### config.mk
export PLATFORM = sky130hd
export DESIGN_NAME = rhwc_ctrl
export DESIGN_NICKNAME = d
export VERILOG_FILES = /design/src/rhwc_pkg.sv /design/src/rhwc_ctrl.sv
export SDC_FILE = /design/constraint.sdc
export NUM_CORES = 1
export LEC_CHECK = 0
export ABC_AREA = 1
export BUFFER_PORTS_ARGS = -buffer_cell sky130_fd_sc_hd__buf_2
export CORE_ASPECT_RATIO = 0.9
export CORE_MARGIN = 2
export CORE_UTILIZATION = 51
export CTS_BUF_LIST = sky130_fd_sc_hd__clkbuf_8
export DETAILED_ROUTE_END_ITERATION = 8
export GPL_TIMING_DRIVEN = 1
export MAX_ROUTING_LAYER = met4
export PLACE_DENSITY_LB_ADDON = 0.15
export SLEW_MARGIN = 5
export SYNTH_ARGS = -nofsm -noshare
export SYNTH_HDL_FRONTEND = slang
export SYNTH_SLANG_ARGS = --single-unit
### constraint.sdc
create_clock -name clk -period 1.4 [get_ports clk]
set_input_delay 0.28 -clock clk [delete_from_list [all_inputs] [get_ports clk]]
set_output_delay 0.28 -clock clk [all_outputs]
set_load 0.02 [all_outputs]
### src/rhwc_pkg.sv
// constants and carrier types for the reset, halt and watchdog controller
package rhwc_pkg;

  // ==========================================================
  // register file locations (bank, address)
  localparam logic [3:0] BANK_F           = 4'hF;
  localparam logic [7:0] ADDR_WDT_MODE    = 8'h0F;
  localparam logic [7:0] ADDR_STOP_REC    = 8'h0B;
  localparam logic [7:0] ADDR_OUT_CFG     = 8'h00;

  // ==========================================================
  // field positions
  localparam int SRC_DELAY_BIT   = 5;  // stop recovery delay select
  localparam int SRC_STATUS_BIT  = 7;  // read-only recovery status
  localparam int WDT_CLKFREE_BIT = 4;  // zero enables clock-free reset
  localparam int OCFG_OSC_BIT    = 7;  // zero selects low-emi oscillator
  localparam int OCFG_PORT_LSB   = 0;  // one bit per port group
  localparam int NUM_PORT_EMI    = 3;

  // ==========================================================
  // reset values
  localparam logic [7:0] WDT_MODE_RST = 8'h00;
  localparam logic [7:0] STOP_REC_RST = 8'h00;
  localparam logic [7:0] OUT_CFG_RST  = 8'hFF;
  localparam logic [7:0] READ_ZERO    = 8'h00;

  // ==========================================================
  // timing
  localparam int CLK_PERIOD_PS     = 4000;
  localparam int STOP_REC_WIDTH_PS = 12000;
  localparam int STOP_REC_MIN_CYC  =
    (STOP_REC_WIDTH_PS + CLK_PERIOD_PS - 1) / CLK_PERIOD_PS;
  localparam int RESET_DELAY_TIME_US = 5000;
  localparam int WDT_WINDOW_CYC      = 60;
  localparam int LOW_EMI_MAX_HZ      = 4000000;

  // ==========================================================
  // carriers
  typedef struct packed {
    logic       wr;
    logic       rd;
    logic [3:0] bank;
    logic [7:0] addr;
    logic [7:0] wdata;
  } rhwc_reg_req_type;

  typedef struct packed {
    logic power_good;    // supply ok level
    logic stop_recovery; // stop recovery source level
    logic wdt_timeout;   // watchdog expiry pulse
    logic in_stop;       // core sits in stop mode
    logic halt_exec;     // core executed halt
    logic irq_taken;     // enabled interrupt accepted
    logic first_instr;   // first instruction fetched
    logic rc_tick;       // dedicated rc oscillator tick
  } rhwc_evt_type;

  typedef enum logic [0:0] {
    ST_DELAY,
    ST_RUN
  } rhwc_fsm_type;

endpackage : rhwc_pkg

### src/rhwc_ctrl.sv
// reset delay, halt gating and watchdog mode register control
//
// Functional notes
// - delay starts on power, recovery, watchdog
// - delay counted on rc ticks, core held
// - delay nominally five milliseconds long
// - halt gates cpu clock, peripherals keep running
// - taken interrupt, delay trigger or recovery without delay leaves halt
// - watchdog stop timeout keeps registers, starts delay
// - watchdog mode writable sixty cycles only
// - watchdog mode at bank F 0Fh, unreadable
// - clear D4 makes timeout default io pins
// - low-emi oscillator and ports selectable, 4 MHz
// - stop recovery config write-only except D7
// - recovery pulse at least 12 ns wide
`timescale 1ns/1ps
module rhwc_ctrl #(
  parameter int RC_FREQ_KHZ = 1000
) (
  input  wire logic                      clk,
  input  wire logic                      arst_n,
  input  wire rhwc_pkg::rhwc_evt_type    evt,
  input  wire rhwc_pkg::rhwc_reg_req_type req,
  output logic [7:0]                     rdata,
  output logic                           core_rst_n,
  output logic                           cpu_clk_en,
  output logic                           periph_clk_en,
  output logic                           io_default,
  output logic                           low_emi_osc,
  output logic                           sys_clk_limit,
  output logic [2:0]                     port_low_emi,
  output logic [7:0]                     wdt_mode
);
  import rhwc_pkg::*;

  // ==========================================================
  // derived counts
  localparam int DELAY_TICKS = RESET_DELAY_TIME_US * RC_FREQ_KHZ / 1000;
  localparam int DW          = $clog2(DELAY_TICKS + 1);
  localparam logic [DW-1:0] DELAY_LAST = DW'(DELAY_TICKS - 1);
  localparam logic [6:0] WIN_LAST = 7'(WDT_WINDOW_CYC - 1);
  localparam logic [1:0] REC_LAST = 2'(STOP_REC_MIN_CYC - 1);

  // ==========================================================
  // state
  typedef struct packed {
    rhwc_fsm_type  fsm;
    logic [DW-1:0] dcnt;
    logic [1:0]    rcnt;
    logic          rec_seen;
    logic          pg_prev;
    logic          win_armed;
    logic          win_open;
    logic [6:0]    wcnt;
    logic          halt;
    logic [7:0]    wmode;
    logic [7:0]    src;
    logic [7:0]    ocfg;
    logic          rst_n;
    logic          clk_en;
    logic          io_def;
    logic [7:0]    rdata;
  } rhwc_state_type;

  rhwc_state_type s_q;
  rhwc_state_type s_d;

  logic trig;
  logic rec_ok;
  logic hit_wmode;
  logic hit_src;
  logic hit_ocfg;

  // ==========================================================
  // decode and trigger terms
  assign hit_wmode = (req.bank == BANK_F) && (req.addr == ADDR_WDT_MODE);
  assign hit_src   = (req.bank == BANK_F) && (req.addr == ADDR_STOP_REC);
  assign hit_ocfg  = (req.bank == BANK_F) && (req.addr == ADDR_OUT_CFG);
  // recovery qualified by pulse width
  assign rec_ok = evt.stop_recovery && evt.in_stop
                  && (s_q.rcnt == REC_LAST) && !s_q.rec_seen;
  // three sources of the one-shot delay
  assign trig = (evt.power_good && !s_q.pg_prev)
              || (rec_ok && !s_q.src[SRC_DELAY_BIT])
              || evt.wdt_timeout;

  // ==========================================================
  // next state
  always_comb begin
    s_d = s_q;
    s_d.pg_prev = evt.power_good;
    // width filter on the recovery source
    if (!evt.stop_recovery) begin
      s_d.rcnt     = '0;
      s_d.rec_seen = 1'b0;
    end else if (s_q.rcnt != REC_LAST) begin
      s_d.rcnt = s_q.rcnt + 2'd1;
    end else begin
      s_d.rec_seen = s_q.rec_seen | rec_ok;
    end
    // one-shot delay on rc ticks
    case (s_q.fsm)
      ST_DELAY: begin
        if (evt.rc_tick) begin
          if (s_q.dcnt == DELAY_LAST) begin
            s_d.fsm       = ST_RUN;
            s_d.rst_n     = 1'b1;
            s_d.io_def    = 1'b0;
            s_d.win_armed = 1'b1;
          end else begin
            s_d.dcnt = s_q.dcnt + DW'(1);
          end
        end
      end
      ST_RUN: ;
      default: s_d.fsm = ST_DELAY;
    endcase
    // watchdog mode write window after first instruction
    if (s_q.win_open) begin
      if (s_q.wcnt == WIN_LAST) begin
        s_d.win_open = 1'b0;
      end else begin
        s_d.wcnt = s_q.wcnt + 7'd1;
      end
    end else if (s_q.win_armed && evt.first_instr && s_q.rst_n) begin
      s_d.win_armed = 1'b0;
      s_d.win_open  = 1'b1;
      s_d.wcnt      = '0;
    end
    // recovery without delay re-arms the window and clears halt
    if (rec_ok && s_q.src[SRC_DELAY_BIT]) begin
      s_d.win_armed = 1'b1;
      s_d.halt      = 1'b0;
    end
    if (rec_ok) begin
      s_d.src[SRC_STATUS_BIT] = 1'b1;
    end
    // halt entry and interrupt exit
    if (s_q.halt && evt.irq_taken) begin
      s_d.halt = 1'b0;
    end else if (evt.halt_exec && s_q.fsm == ST_RUN) begin
      s_d.halt = 1'b1;
    end
    // register writes
    if (req.wr && hit_wmode && s_q.win_open) begin
      s_d.wmode = req.wdata;
    end
    if (req.wr && hit_src) begin
      s_d.src = {s_d.src[SRC_STATUS_BIT], // keeps a same-cycle set
                 req.wdata[SRC_STATUS_BIT-1:0]};
    end
    if (req.wr && hit_ocfg) begin
      s_d.ocfg = req.wdata;
    end
    // reads: mode unreadable, recovery config shows D7 only
    s_d.rdata = READ_ZERO;
    if (req.rd && hit_src) begin
      s_d.rdata[SRC_STATUS_BIT] = s_q.src[SRC_STATUS_BIT];
    end else if (req.rd && hit_ocfg) begin
      s_d.rdata = s_q.ocfg;
    end
    // any trigger restarts the delay; registers untouched except D7, which power-good clears
    if (trig) begin
      s_d.fsm       = ST_DELAY;
      s_d.dcnt      = '0;
      s_d.rst_n     = 1'b0;
      s_d.halt      = 1'b0;
      s_d.win_armed = 1'b0;
      s_d.win_open  = 1'b0;
      if (evt.wdt_timeout && !s_q.wmode[WDT_CLKFREE_BIT]) begin
        s_d.io_def = 1'b1;
      end
      if (evt.power_good && !s_q.pg_prev) begin
        s_d.src[SRC_STATUS_BIT] = 1'b0;
      end
    end
    s_d.clk_en = s_d.rst_n && !s_d.halt;
  end

  // ==========================================================
  // state register
  always_ff @(posedge clk or negedge arst_n) begin
    if (!arst_n) begin
      s_q           <= '0;
      s_q.fsm       <= ST_DELAY;
      s_q.wmode     <= WDT_MODE_RST;
      s_q.src       <= STOP_REC_RST;
      s_q.ocfg      <= OUT_CFG_RST;
    end else begin
      s_q <= s_d;
    end
  end

  // ==========================================================
  // outputs straight from state
  assign rdata         = s_q.rdata;
  assign core_rst_n    = s_q.rst_n;
  assign cpu_clk_en    = s_q.clk_en;
  assign periph_clk_en = s_q.rst_n;  // timers and irqs run in halt
  assign io_default    = s_q.io_def;
  assign low_emi_osc   = !s_q.ocfg[OCFG_OSC_BIT];
  assign sys_clk_limit = !s_q.ocfg[OCFG_OSC_BIT]; // cap at LOW_EMI_MAX_HZ
  assign port_low_emi  = s_q.ocfg[OCFG_PORT_LSB +: NUM_PORT_EMI];
  assign wdt_mode      = s_q.wmode;

  // ==========================================================
  // checks
  property p_trig_resets;
    @(posedge clk) disable iff (!arst_n)
    evt.wdt_timeout |=> !core_rst_n && s_q.fsm == ST_DELAY;
  endproperty
  a_trig_resets: assert property (p_trig_resets)
    else $error("timeout did not start reset delay");

  property p_delay_release;
    @(posedge clk) disable iff (!arst_n)
    (s_q.fsm == ST_DELAY && evt.rc_tick && s_q.dcnt == DELAY_LAST
     && !trig) |=> core_rst_n && s_q.fsm == ST_RUN;
  endproperty
  a_delay_release: assert property (p_delay_release)
    else $error("reset not released at terminal count");

  property p_held_in_delay;
    @(posedge clk) disable iff (!arst_n)
    s_q.fsm == ST_DELAY |-> !core_rst_n && !cpu_clk_en;
  endproperty
  a_held_in_delay: assert property (p_held_in_delay)
    else $error("core reset released during delay");

  property p_rc_only;
    @(posedge clk) disable iff (!arst_n)
    (s_q.fsm == ST_DELAY && !evt.rc_tick && !trig)
      |=> $stable(s_q.dcnt) && !core_rst_n;
  endproperty
  a_rc_only: assert property (p_rc_only)
    else $error("delay advanced without rc tick");

  property p_halt_gate;
    @(posedge clk) disable iff (!arst_n)
    s_q.halt |-> !cpu_clk_en && periph_clk_en;
  endproperty
  a_halt_gate: assert property (p_halt_gate)
    else $error("cpu clock running in halt");

  property p_halt_exit;
    @(posedge clk) disable iff (!arst_n)
    (s_q.halt && !evt.irq_taken && !trig && !rec_ok) |=> s_q.halt;
  endproperty
  a_halt_exit: assert property (p_halt_exit)
    else $error("halt left without interrupt");

  property p_keep_cfg;
    @(posedge clk) disable iff (!arst_n)
    (evt.wdt_timeout && evt.in_stop && !req.wr)
      |=> $stable(s_q.ocfg) && $stable(s_q.wmode);
  endproperty
  a_keep_cfg: assert property (p_keep_cfg)
    else $error("timeout in stop altered config");

  property p_wmode_locked;
    @(posedge clk) disable iff (!arst_n)
    (req.wr && hit_wmode && !s_q.win_open) |=> $stable(wdt_mode);
  endproperty
  a_wmode_locked: assert property (p_wmode_locked)
    else $error("watchdog mode changed outside window");

  property p_wmode_unread;
    @(posedge clk) disable iff (!arst_n)
    (req.rd && hit_wmode) |=> rdata == READ_ZERO;
  endproperty
  a_wmode_unread: assert property (p_wmode_unread)
    else $error("watchdog mode register was readable");

  property p_io_default;
    @(posedge clk) disable iff (!arst_n)
    (evt.wdt_timeout && !wdt_mode[WDT_CLKFREE_BIT]) |=> io_default;
  endproperty
  a_io_default: assert property (p_io_default)
    else $error("io pins not defaulted on timeout");

  property p_src_read;
    @(posedge clk) disable iff (!arst_n)
    (req.rd && hit_src) |=> rdata[SRC_STATUS_BIT-1:0] == '0;
  endproperty
  a_src_read: assert property (p_src_read)
    else $error("write-only recovery bits were readable");

  property p_short_rec;
    @(posedge clk) disable iff (!arst_n)
    rec_ok |-> evt.stop_recovery && $past(evt.stop_recovery)
               && $past(evt.stop_recovery, 2);
  endproperty
  a_short_rec: assert property (p_short_rec)
    else $error("short recovery pulse accepted");

  property p_emi;
    @(posedge clk) disable iff (!arst_n)
    (req.wr && hit_ocfg) |=> low_emi_osc == !$past(req.wdata[OCFG_OSC_BIT]);
  endproperty
  a_emi: assert property (p_emi)
    else $error("oscillator emi select not applied");

endmodule : rhwc_ctrl

# After elaboration in Yosys (flattened, before gate mapping)
# Index checks and enable logic that the tools add are counted.
# classes
div_mod_pow,0
mul,0
eq_ne,12
magnitude_cmp,0
bitwise,1
muxes,37
reduce_logical,34
add_sub_neg,3
shifts,0
# ops
op,n
14-bit two-way mux,3
1-bit two-way mux,25
1-bit logical AND,21
8-bit by 4-bit == test with 1-bit output (second input constant),2
8-bit two-way mux,2
7-bit two-way mux,2
13-bit by 1-bit adder with 13-bit output (second input constant),1
13-bit == test (second input constant),1
13-bit two-way mux,1
9-bit two-way mux,1
8-bit logical NOT,1
2-bit inequality test (second input constant),4
7-bit by 1-bit adder with 7-bit output (second input constant),1
7-bit by 6-bit == test with 1-bit output (second input constant),1
1-bit logical NOT,6
4-bit == test (second input constant),1
2-bit two-way mux,2
2-bit by 1-bit inequality test with 1-bit output (second input constant),2
2-bit nonzero test,2
3-bit two-way mux,1
3-bit AND reduction,1
2-bit by 1-bit adder with 2-bit output (second input constant),1
2-bit == test (second input constant),1
1-bit logical OR,2
other kinds (2),2
# totals
rom_bits,0
reg_bits,63
wordCells,104
latchBits,0
mem_count,0
ram_bits,0

# Longest topological paths before layout
# Gate-level depths: netlist of the first run.
# depth
word_depth,10
depth_mapped,10
ltp_nobuf,10

# Worst setup path before layout of the first run
# OpenSTA, ideal clock, no wires.
# synth_path
path_type,register to register
start,reg s_q[50] (netlist name)
end,reg s_q[51] (netlist name)
setup_slack_ns,-0.054
n_path_buf,1
path_stages_with_launch,10
arrival_ns,1.332
period_less_slack_ns,1.454
setup_time_ns,0.121
path_cell_list,dfrtp_1 > ha_1 > nand2_1 > nor2_2 > nand3_2 > nand2_4 > nand2_4 > buf_6 > a21oi_1 > nor2_1
# synth_between
elab_chain_cells,5
word_cells_on_any_way,8
# synth_lines
element,line,text
from (decl),rhwc_ctrl.sv:65,rhwc_state_type s_q;
13-bit by 1-bit adder with 13-bit output,rhwc_ctrl.sv:111,s_d.dcnt = s_q.dcnt + DW'(1);
13-bit two-way mux,rhwc_ctrl.sv:105,if (s_q.dcnt == DELAY_LAST) begin
14-bit two-way mux,rhwc_ctrl.sv:104,if (evt.rc_tick) begin
14-bit two-way mux,rhwc_ctrl.sv:102,case (s_q.fsm)
14-bit two-way mux,rhwc_ctrl.sv:163,if (trig) begin
# Parallel ways exist; a longest one is shown, timed or not. The select of a mux whose other input is x is not followed.
# A chain may end at the register's enable or synchronous reset.

# Worst setup path in the final report of the first run
# layout_path
start,reg s_q[48] (netlist name)
end,reg s_q[51] (netlist name)
# layout_between
elab_chain_cells,8
word_cells_on_any_way,11
# layout_lines
element,line,text
2-bit == test (*),rhwc_ctrl.sv:81,&& (s_q.rcnt == REC_LAST) && !s_q.rec_seen;
1-bit logical AND (*) (2 in a row),rhwc_ctrl.sv:81,
1-bit logical AND (*),rhwc_ctrl.sv:84,|| (rec_ok && !s_q.src[SRC_DELAY_BIT])
1-bit logical OR (*),rhwc_ctrl.sv:84,
1-bit logical OR (*),rhwc_ctrl.sv:85,|| evt.wdt_timeout;
2-bit inequality test (no source line) (tied with other cells),n/a,
3-bit AND reduction (no source line),n/a,
# Every way passes the cells marked *; elsewhere a longest branch is shown, timed or not.

==> reports/results.tsv, run 1 <==
stage	metric	value	unit
logic_synthesis	synthesized netlist net count	385	
clock_network	worst-case clock buffer depth	2	
sta	ratio of final minimum period to clock period	105	%
power	switching portion of total power	24.5	%
placed_design	buffers added on ports	56	
floorplan	die outline height	74.9	µm
placed_design	Place WS	-152	ps
route	vias per cell	5.11	
power	Pwr per Cell Area	1040	mW/mm²
route	first-pass iteration count of the detailed router	5	
logic_synthesis	fraction of synthesized cell area taken by the top area cell type	43.1	%
global_routing	via count of the first global-routing pass	2311	
sta	headroom to the max-slew limit	80.1	%
sta	total negative setup slack	-506	ps
floorplan	die footprint	0.00620	mm²
setup_path	slack of the worst reg-to-reg path	-60	ps
logic_synthesis	top area cells in the synthesized netlist	sky130_fd_sc_hd__dfrtp_1, sky130_fd_sc_hd__nand2_1, sky130_fd_sc_hd__dfstp_2	
status	violations in the final reports	negative setup slack	
route	average wire per cell in the routed design	13.2	µm
clock_network	TritonCTS clock tree	done	
logic_synthesis	count of different cell masters after synthesis	26	
logic_synthesis	mean area per synthesized cell	8.13	µm²
clock_network	clock-pin slew of the registers on the worst-case setup and hold paths	70	ps
global_routing	initial antenna violation count	0	
setup_path	nature of the critical path startpoint	flop	
floorplan	starting density of the core	53.5	%
global_routing	global-route total usage across every layer	24.1	%
logic_synthesis	Synthesis Warnings	0	
global_routing	global-route congestion overflow total	0	
power	design internal power	2.89	mW
global_routing	maximum number of pins on one net before global-route repair	58	
power	Net Switching	940	µW
finish	diodes inserted	0	
power	fraction of power consumed by combinational cells	10.2	%
clock_network	clock root buffer	sky130_fd_sc_hd__clkbuf_8	
setup_path	endpoint type of the worst setup path	flop	
route	Post-DRT Antenna Nets	0	
logic_synthesis	number of synthesized register bits	57	
route	total via count in the routed design	2584	
floorplan	width of the chip	82.8	µm
power	sequential power share	45.5	%
sta	largest clock skew in the final design	6.43	ps
clock_network	CTS buffer count	9	
finish	area taken by flip-flops and latches	0.00144	mm²
sta	RSZ-0062 raised after global routing	yes	
status	outcome	finished with violations	
floorplan	placeable core area	0.00532	mm²
sta	Final Slew Violations	0	
route	total routed wirelength	6.70	mm
hold_path	Hold/Removal Path Class	primary input to flop	
clock_network	clock latency reported for the late side of the worst-skew pair	340	ps
logic_synthesis	Post-Synthesis Cells	350	
finish	total area of multi-input combinational cells	0.00113	mm²
global_routing	first-pass GRT wire length	10.6	mm
logic_synthesis	library cell occupying the most area in the post-synthesis netlist	sky130_fd_sc_hd__dfrtp_1	
logic_synthesis	combined area of all synthesized cells	0.00285	mm²
sta	Final Hold Fails	0	
sta	post-layout worst setup margin	-64.5	ps
sta	min Tclk post-route	1460	ps
finish	number of inserted filler cells in the final layout	418	
power	clock network power share	44.3	%
setup_path	top fanout value on the critical path	11	
power	cell leakage power	1.87	nW
route	number of design rule violations left after detail routing	0	
sta	Peak Freq	0.683	GHz
finish	# nets final	469	
placed_design	final estimated routing congestion in global placement	0.871	
finish	Area Growth Syn to Fin	29.1	%
placed_design	placed wire-length estimate	4.72	mm
setup_path	critical path arrival	1700	ps
power	highest ir drop seen on vdd	1.06	mV
sta	number of setup violations in the final report	14	
finish	share of post-route cells with drive strength above 1	33.9	%
clock_network	number of sinks handled by clock tree synthesis	57	
sta	transition time at the pin with the least slew margin	298	ps
setup_path	Req. time, crit path	1630	ps
setup_path	WS Path Type	flop to flop	
floorplan	I/O pin total	57	
flow_run	number of maximum-capacitance violations	0	
floorplan	site row count	25	
logic_synthesis	register area share after synthesis	50.5	%
clock_network	maximum level of the CTS H-tree	3	
route	number of violations reported at the end of detailed-routing iteration 0	185	
==> synthesized netlist by cell type <==
| master | count |
|---|---|
| sky130_fd_sc_hd__inv_1 | 47 |
| sky130_fd_sc_hd__a21oi_1 | 14 |
| sky130_fd_sc_hd__dfrtp_1 | 49 |
| sky130_fd_sc_hd__nor2_1 | 31 |
| sky130_fd_sc_hd__xor2_1 | 1 |
| sky130_fd_sc_hd__nor4_2 | 1 |
| sky130_fd_sc_hd__buf_6 | 2 |
| sky130_fd_sc_hd__o21ai_0 | 34 |
| sky130_fd_sc_hd__buf_4 | 21 |
| sky130_fd_sc_hd__nand2_4 | 2 |
| sky130_fd_sc_hd__nand2_1 | 87 |
| sky130_fd_sc_hd__nor3_1 | 2 |
| sky130_fd_sc_hd__a21oi_4 | 1 |
| sky130_fd_sc_hd__nand3_1 | 24 |
| sky130_fd_sc_hd__a31oi_1 | 1 |
| sky130_fd_sc_hd__buf_2 | 1 |
| sky130_fd_sc_hd__o21ai_1 | 3 |
| sky130_fd_sc_hd__nand4_1 | 8 |
| sky130_fd_sc_hd__nor3b_1 | 1 |
| sky130_fd_sc_hd__clkbuf_1 | 1 |
| sky130_fd_sc_hd__nand3_2 | 1 |
| sky130_fd_sc_hd__nand2_2 | 1 |
| sky130_fd_sc_hd__o21a_1 | 1 |
| sky130_fd_sc_hd__ha_1 | 3 |
| sky130_fd_sc_hd__nor2_2 | 5 |
| sky130_fd_sc_hd__dfstp_2 | 8 |
==> power groups by stage <==
| stage | clock (mW) | combinational, mW | sequential [mW] |
|---|---|---|---|
| 3_5_place_dp | 0 | 0.306 | 1.76 |
| 6_report | 1.70 | 0.390 | 1.74 |
| 2_1_floorplan | 0 | 0.138 | 1.76 |
| 3_3_place_gp | 0 | 0.296 | 1.76 |
| 4_1_cts | 1.72 | 0.377 | 1.74 |
| 5_1_grt | 1.80 | 0.437 | 1.75 |
==> placed cells by master (no fill, tap or decap), drive strengths merged <==
cell type / n
a31oi: 1
clkbuf: 9
nor3b: 1
inv: 48
xor2: 1
o21ai: 37
a21oi: 15
nand4: 8
dfrtp: 49
nor4: 1
clkinvlp: 2
clkinv: 2
buf: 97
dfstp: 8
o21a: 1
ha: 3
nand2: 90
nand3: 25
nor2: 36
nor3: 2
bufinv: 2
dlygate4sd3: 1
==> layer usage <==
layer / GRT usage (%) / part of all wire [%]
met1: 33.3 / 47
met2: 34.7 / 44
met3: 6.83 / 6.9
met4: 7.83 / 1.7
met5: - / 0
==> final cells by class <==
| class | instances | area share [%] |
|---|---|---|
| clock buffers | 9 | 3.37 |
| flip-flops and latches | 57 | 39.1 |
| well taps | 67 | 2.28 |
| repair buffers | 98 | 17.1 |
| inverters | 47 | 4.87 |
| multi-input cells | 221 | 30.7 |
| clock inverters | 7 | 2.55 |
==> state kept, by name (all words and copies together), names as in the netlist <==
name	count
port_low_emi	3
io_default	1
cpu_clk_en	1
rdata	8
s_q	35
wdt_mode	8
core_rst_n	1
==> cell families after synthesis <==
family | Yosys count | share of synthesized area, %
AOI/OAI and AO/OA | 54 | 10.0
DFF | 57 | 50.5
and+or+nand+nor | 163 | 25.1
adders and majority gates | 3 | 1.32
xor gates and xnor gates | 1 | 0.308
buffers and inverters | 72 | 12.8
==> stage by stage <==
stage / utilization (%) / power, mW / cell area [µm²] / hold slack, ps / std cells
final: 69.1 / 3.83 / 3680 / 59.0 / 506
after global routing: 69.1 / 3.98 / 3680 / 54.7 / 506
after CTS: 68.5 / 3.83 / 3640 / 49.3 / 505
after detailed placement: 62.0 / 2.07 / 3290 / 307 / 481
after global placement: 62.0 / 2.06 / 3290 / 306 / 481
after floorplan: - / 1.90 / 2860 / -15.6 / 350
==> worst paths after layout <==
path | from | endpoint | depth (start not counted)
max reg2reg | s_q[48] | s_q[51] | 7
min reg2reg | wdt_mode[6] | wdt_mode[6] | 2
min | evt[7] | s_q[45] | 1
max in group asynchronous | arst_n | s_q[17] | 3
min in group asynchronous | arst_n | s_q[59] | 3
max | s_q[48] | s_q[51] | 7
==> worst max-delay path, cell delays in order (launching register included) <==
cell and delay, ps:
sky130_fd_sc_hd__dfrtp_1 410, sky130_fd_sc_hd__ha_4 190, sky130_fd_sc_hd__nand3_4 80, sky130_fd_sc_hd__nor2_4 60, sky130_fd_sc_hd__a21oi_4 250, sky130_fd_sc_hd__nand2_4 170
sky130_fd_sc_hd__a21oi_1 150, sky130_fd_sc_hd__nor2_1 50
==> what timing repair did <==
| item | 4_1_cts | 5_1_grt |
|---|---|---|
| endpoints found under the hold margin | 49 | 0 |
| endpoints found under the setup margin | 18 | 23 |
| setup buffers | 7 | 1 |
| hold buffers | 1 | 0 |
| cloned | 0 | 0 |
| gates resized for setup | 17 | 8 |
| pin swaps | 6 | 4 |
No activity file was read; power rests on OpenSTA's default activity.
==> run 2, diff against run 1 <==
CORE_MARGIN = 4   (was 2)
CORE_UTILIZATION = 49   (was 51)
CTS_BUF_LIST = default   (was sky130_fd_sc_hd__clkbuf_8)
==> run 2 against run 1 <==
The flow still finishes with violations (negative setup slack). Non-clock buffer count rose by 2. Core utilization fell by 3.1 points. Power rose by 4.5%. Sequential cell count did not move. First-iteration DRC count fell by 30%. Worst setup slack improved by 14 ps. Clock skew rose by 3.2 ps. Critical path type unchanged. Critical endpoint is now s_q[58]. Largest power group is now the clock network.
==> reports/results.tsv, run 2 (synthesis gave the netlist of run 1 again) <==
stage	metric	value	unit	change
clock_network	number of sinks handled by clock tree synthesis	57		unchanged
global_routing	maximum number of pins on one net before global-route repair	34		-41%
sta	headroom to the max-slew limit	76.7	%	-3.5 points
power	Tot Pwr	4.00	mW	+4.5%
clock_network	worst-case clock buffer depth	2		unchanged
route	Post-DRT Antenna Nets	0		unchanged
clock_network	clock root buffer	sky130_fd_sc_hd__clkbuf_8		
power	cell leakage power	1.90	nW	+1.7%
route	vias per cell	4.91		-3.8%
finish	diodes inserted	0		unchanged
finish	# nets final	471		+0.43%
sta	ratio of final minimum period to clock period	104	%	-1.0 points
sta	min Tclk post-route	1450	ps	-14.3 ps
setup_path	nature of the critical path startpoint	flop		
sta	RSZ-0062 raised after global routing	yes		
setup_path	cell breakdown of the critical path	inv_1 -> ha_2 -> nand3_4 -> nor2_4 -> a21oi_4 -> buf_12 -> buf_8 -> nand4_1 -> nand2_1		
setup_path	biggest cell delay along the critical path	380	ps	-30 ps
finish	most frequent cells in the layout	sky130_fd_sc_hd__nand2_1, sky130_fd_sc_hd__buf_2, sky130_fd_sc_hd__dfrtp_1, sky130_fd_sc_hd__inv_1, sky130_fd_sc_hd__buf_4		
status	violations in the final reports	negative setup slack		
setup_path	RR Endpoint	s_q[58]		
global_routing	global-route total usage across every layer	19.8	%	-4.3 points
clock_network	clock-pin slew of the registers on the worst-case setup and hold paths	60	ps	about the same
setup_path	critical path buffer and inverter count	3		+3
route	total via count in the routed design	2511		-2.8%
sta	total negative setup slack	-403	ps	+103 ps
setup_path	slack of the worst reg-to-reg path	-50	ps	about the same
setup_path	launching instance or port of the critical path	s_q[47]		
route	number of violations reported at the end of detailed-routing iteration 0	130		-30%
finish	Area Growth Syn to Fin	31.3	%	
floorplan	I/O pin total	57		unchanged
route	uppermost layer routed	met4		
clock_network	TritonCTS clock tree	done		
finish	leading cell type in the layout, fill and taps excluded	sky130_fd_sc_hd__nand2_1		
sta	post-layout worst setup margin	-50.2	ps	+14.3 ps
sta	Peak Freq	0.690	GHz	+0.98%
route	average wire per cell in the routed design	12.7	µm	-4.2%
clock_network	CTS buffer count	9		unchanged
floorplan	placeable core area	0.00566	mm²	+6.4%
setup_path	Critical Path Sink	s_q[58]		
global_routing	via count of the first global-routing pass	2173		-6.0%
floorplan	site row count	26		+4.0%
finish	Biggest register	s_q		
floorplan	starting density of the core	50.3	%	-3.2 points
route	met1 wire length	3.20	mm	+1.5%
clock_network	clock latency reported for the late side of the worst-skew pair	340	ps	about the same
sta	Final Slew Violations	0		unchanged
sta	largest clock skew in the final design	9.64	ps	+3.21 ps
flow_run	number of maximum-capacitance violations	0		unchanged
hold_path	Hold/Removal Path Class	primary input to flop		
floorplan	die footprint	0.00709	mm²	+14%
setup_path	cell family with most CP delay	flip-flops		
route	Detail Route met3 WL	490	µm	+5.4%
setup_path	WS Path Type	flop to flop		
finish	Largest register FFs	35		unchanged
clock_network	maximum level of the CTS H-tree	3		unchanged
floorplan	width of the chip	88.3	µm	+6.8%
route	number of design rule violations left after detail routing	0		unchanged
placed_design	final estimated routing congestion in global placement	0.869		-0.23%
finish	area of all placed cells without fillers	0.00374	mm²	+1.7%
power	highest ir drop seen on vdd	0.814	mV	-23%
setup_path	top fanout value on the critical path	5		-6
setup_path	Reg2Reg Depth	9		+2
global_routing	initial antenna violation count	0		unchanged
route	routed wl met2	2.68	mm	-9.9%
sta	transition time at the pin with the least slew margin	349	ps	+50.9 ps
sta	Final Hold Fails	0		unchanged
finish	share of post-route cells with drive strength above 1	35.6	%	+1.7 points
route	total routed wirelength	6.48	mm	-3.3%
setup_path	critical path arrival	1680	ps	-20 ps
global_routing	global-route congestion overflow total	0		unchanged
route	first-pass iteration count of the detailed router	7		+2
placed_design	placed wire-length estimate	4.76	mm	+0.94%
placed_design	DP Cell Count	485		+0.83%
setup_path	Worst R2R Start	s_q[47]		
setup_path	cell at the slowest stage of the critical path	sky130_fd_sc_hd__dfrtp_1		
sta	final-layout worst hold slack	74.3	ps	+15.3 ps
setup_path	depth of the critical timing path with buffers and inverters included	9		+2
placed_design	buffers added on ports	56		unchanged
setup_path	endpoint type of the worst setup path	flop		
setup_path	Req. time, crit path	1630	ps	about the same
placed_design	total cell area at the placement stage	0.00331	mm²	+0.34%
sta	number of setup violations in the final report	11		-3
floorplan	die outline height	80.3	µm	+7.3%
status	outcome	finished with violations		
power	Pwr per Cell Area	1070	mW/mm²	+2.8%
global_routing	first-pass GRT wire length	10.3	mm	-3.1%
finish	number of standard cells in the final layout excluding fillers	511		+0.99%
==> run 2: where the power goes <==
group	switching (mW)	internal (mW)
sequential	0.0362	1.70
combinational	0.195	0.198
clock	0.643	1.23
==> run 2: worst min-delay path by stage <==
stage	startpoint	end	slack, ps	cells past startpoint
6_report	evt[7]	s_q[45]	70	1
5_1_grt	evt[7]	s_q[45]	60	1
4_1_cts	evt[7]	s_q[45]	60	1
3_5_place_dp	arst_n	s_q[60]	200	1
3_3_place_gp	arst_n	s_q[60]	200	1
2_1_floorplan	arst_n	core_rst_n	-20	0
==> run 2: what timing repair did <==
action	4_1_cts	5_1_grt
pin swaps	4	8
hold endpoints to repair	12	0
hold buffers	1	0
buffers inserted	5	5
gates resized for setup	9	20
endpoints found under the setup margin	17	23
==> run 2: metal layers <==
| layer | track usage, % | vias to the layer above |
|---|---|---|
| met5 | - | - |
| met1 | 29.3 | 1156 |
| met3 | 5.74 | 10 |
| met4 | 8.16 | 0 |
| li1 | - | 1273 |
| met2 | 25.1 | 72 |
==> run 2: through the flow <==
step,setup slack [ps],utilization (%)
after floorplan,-10.5,-
after global placement,-100,58.4
after detailed placement,-139,58.4
after CTS,-55.4,64.3
after global routing,-140,66.0
final,-50.2,66.0
==> run 2: area by class of cell <==
cell class,count,area (µm²)
inverter,47,179
timing repair buffer,100,653
clock inverter,5,103
fill,460,1920
multi-input combinational,221,1140
tap,70,87.6
clock buffer,11,141
sequential,57,1440
==> run 3, diff against run 2 <==
CORE_MARGIN = default   (was 4)
GPL_TIMING_DRIVEN = 0   (was 1)
==> run 3 against run 2 <==
The run ends with negative hold slack, negative setup slack left. First-iteration DRC count rose by 42%. Sequential share of layout area fell by 1.3 points. Clock-buffer cell count rose by 3. Final area rose by 3.4%. Global-route usage rose by 5.7 points. Final cell count fell by 0.39%. Largest cell class unchanged.
==> reports/results.tsv, run 3 (synthesis gave the netlist of run 1 again) <==
stage	metric	value	unit	change
floorplan	I/O pin total	57		unchanged
placed_design	buffers added on ports	56		unchanged
floorplan	starting density of the core	52.6	%	+2.3 points
finish	Largest register FFs	35		unchanged
finish	# nets final	472		+0.21%
sta	number of setup violations in the final report	19		+8
floorplan	site row count	25		-3.8%
global_routing	via count of the first global-routing pass	2355		+8.4%
sta	Final Slew Violations	0		unchanged
finish	number of inserted filler cells in the final layout	412		-10%
setup_path	critical path buffer and inverter count	1		-2
clock_network	clock latency reported for the late side of the worst-skew pair	340	ps	about the same
finish	leading cell type in the layout, fill and taps excluded	sky130_fd_sc_hd__nand2_1		
setup_path	endpoint type of the worst setup path	flop		
setup_path	cell at the slowest stage of the critical path	sky130_fd_sc_hd__dfrtp_1		
floorplan	die outline height	74.3	µm	-7.5%
finish	most frequent cells in the layout	sky130_fd_sc_hd__nand2_1, sky130_fd_sc_hd__buf_2, sky130_fd_sc_hd__dfrtp_1, sky130_fd_sc_hd__inv_1, sky130_fd_sc_hd__buf_4		
power	Pwr per Cell Area	933	mW/mm²	-13%
clock_network	clock root buffer	sky130_fd_sc_hd__clkbuf_8		
placed_design	placed wire-length estimate	4.23	mm	-11%
setup_path	cell breakdown of the critical path	ha_4 -> nand2_4 -> nor2_2 -> nand2_1 -> inv_1 -> nand3_1 -> o21ai_1 -> a21oi_2		
clock_network	TritonCTS clock tree	done		
status	outcome	finished with violations		
finish	area of all placed cells without fillers	0.00386	mm²	+3.4%
global_routing	first-pass GRT wire length	10.8	mm	+5.0%
finish	diodes inserted	0		unchanged
global_routing	initial antenna violation count	0		unchanged
setup_path	top fanout value on the critical path	4		-1
route	vias per cell	5.06		+2.9%
clock_network	worst-case clock buffer depth	2		unchanged
sta	final-layout worst hold slack	-11.6	ps	-85.9 ps
clock_network	CTS buffer count	9		unchanged
power	highest ir drop seen on vdd	0.669	mV	-18%
setup_path	nature of the critical path startpoint	flop		
route	average wire per cell in the routed design	13.6	µm	+7.3%
route	Post-DRT Antenna Nets	0		unchanged
setup_path	Req. time, crit path	1620	ps	about the same
global_routing	global-route total usage across every layer	25.5	%	+5.7 points
sta	post-layout worst setup margin	-181	ps	-130 ps
placed_design	final estimated routing congestion in global placement	0.816		-6.1%
power	cell leakage power	1.94	nW	+2.1%
sta	largest clock skew in the final design	4.31	ps	-5.33 ps
floorplan	die footprint	0.00612	mm²	-14%
placed_design	Place WS	-243	ps	-103 ps
finish	Biggest register	s_q		
setup_path	cell family with most CP delay	simple AND/OR/NAND/NOR gates		
route	number of design rule violations left after detail routing	0		unchanged
route	number of violations reported at the end of detailed-routing iteration 0	184		+42%
sta	headroom to the max-slew limit	53.8	%	-23 points
clock_network	clock-pin slew of the registers on the worst-case setup and hold paths	60	ps	about the same
hold_path	Hold/Removal Path Class	primary input to async pin		
global_routing	maximum number of pins on one net before global-route repair	58		+71%
route	total via count in the routed design	2574		+2.5%
floorplan	width of the chip	82.3	µm	-6.8%
route	total routed wirelength	6.93	mm	+6.9%
placed_design	total cell area at the placement stage	0.00323	mm²	-2.4%
sta	min Tclk post-route	1580	ps	+130 ps
clock_network	number of sinks handled by clock tree synthesis	57		unchanged
setup_path	critical path arrival	1800	ps	+120 ps
sta	transition time at the pin with the least slew margin	693	ps	+344 ps
finish	Area Growth Syn to Fin	35.8	%	
finish	share of post-route cells with drive strength above 1	39.4	%	+3.8 points
finish	Post-Route Utilization	71.4	%	+5.4 points
sta	Peak Freq	0.633	GHz	-8.2%
status	violations in the final reports	negative hold slack, negative setup slack		
finish	area taken by flip-flops and latches	0.00144	mm²	unchanged
global_routing	global-route congestion overflow total	0		unchanged
sta	Final Hold Fails	22		+22
route	first-pass iteration count of the detailed router	4		-3
sta	total negative setup slack	-1780	ps	-1370 ps
sta	RSZ-0062 raised after global routing	yes		
clock_network	maximum level of the CTS H-tree	3		unchanged
flow_run	number of maximum-capacitance violations	0		unchanged
sta	ratio of final minimum period to clock period	113	%	+9.3 points
floorplan	placeable core area	0.00541	mm²	-4.4%
setup_path	biggest cell delay along the critical path	410	ps	+30 ps
finish	total area of multi-input combinational cells	0.00125	mm²	+9.7%
setup_path	WS Path Type	flop to flop		
[run 3: cell types whose count changed in the layout (fill, tap and decap cells not counted), sizes merged]
| cell | before | now |
|---|---|---|
| buf | 99 | 100 |
| bufinv | 3 | 0 |
| clkbuf | 11 | 15 |
| clkinv | 1 | 2 |
| clkinvlp | 1 | 0 |
| dlygate4sd3 | 1 | 0 |
[run 3: report_power, final]
part / leakage (nW) / switching, mW / internal (mW) / total (mW)
clock network: 0.102 / 0.647 / 0.830 / 1.48
registers: 0.734 / 0.0352 / 1.70 / 1.74
logic: 1.10 / 0.212 / 0.179 / 0.391
[run 3: layer usage]
layer  global-route usage [%]  share of wire, %
met4                     8.77               1.3
met5                        -                 0
met2                     37.4                47
met1                     32.4                44
met3                     9.69               7.3
[run 3: timing repair]
action                     in CTS  in global routing
cloned                          2                  0
pin swaps                      18                 13
buffers inserted               16                  5
setup endpoints to repair      23                 35
hold buffers                    0                  0
resized for setup              47                 33
[run 3: path summary, 6_finish.rpt]
check                            startpoint           to  slack (ps)  cells after the start
max in group asynchronous            arst_n      s_q[46]         960                      1
worst max register to register      s_q[50]      s_q[61]        -180                      8
min in group clk                     evt[7]      s_q[45]          80                      1
worst min-delay path                 arst_n      s_q[58]         -10                      1
worst min register to register  wdt_mode[7]  wdt_mode[7]         490                      2
worst max-delay path                s_q[50]      s_q[61]        -180                      8
[run 3: per-stage QoR]
| stage | std cells | power, mW |
|---|---|---|
| floorplan | 350 | 1.90 |
| global placement | 473 | 2.01 |
| detailed placement | 473 | 2.02 |
| CTS | 506 | 3.61 |
| global route | 509 | 3.78 |
| finish | 509 | 3.61 |
[run 3: area by class of cell]
cell class / count / share of cell area (%)
Sequential cell: 57 / 37.2
Multi-Input combinational cell: 221 / 32.3
Timing Repair Buffer: 79 / 14.0
Inverter: 47 / 4.76
Clock buffer: 14 / 4.73
Buffer: 22 / 4.69
Tap cell: 67 / 2.17
Clock inverter: 2 / 0.259
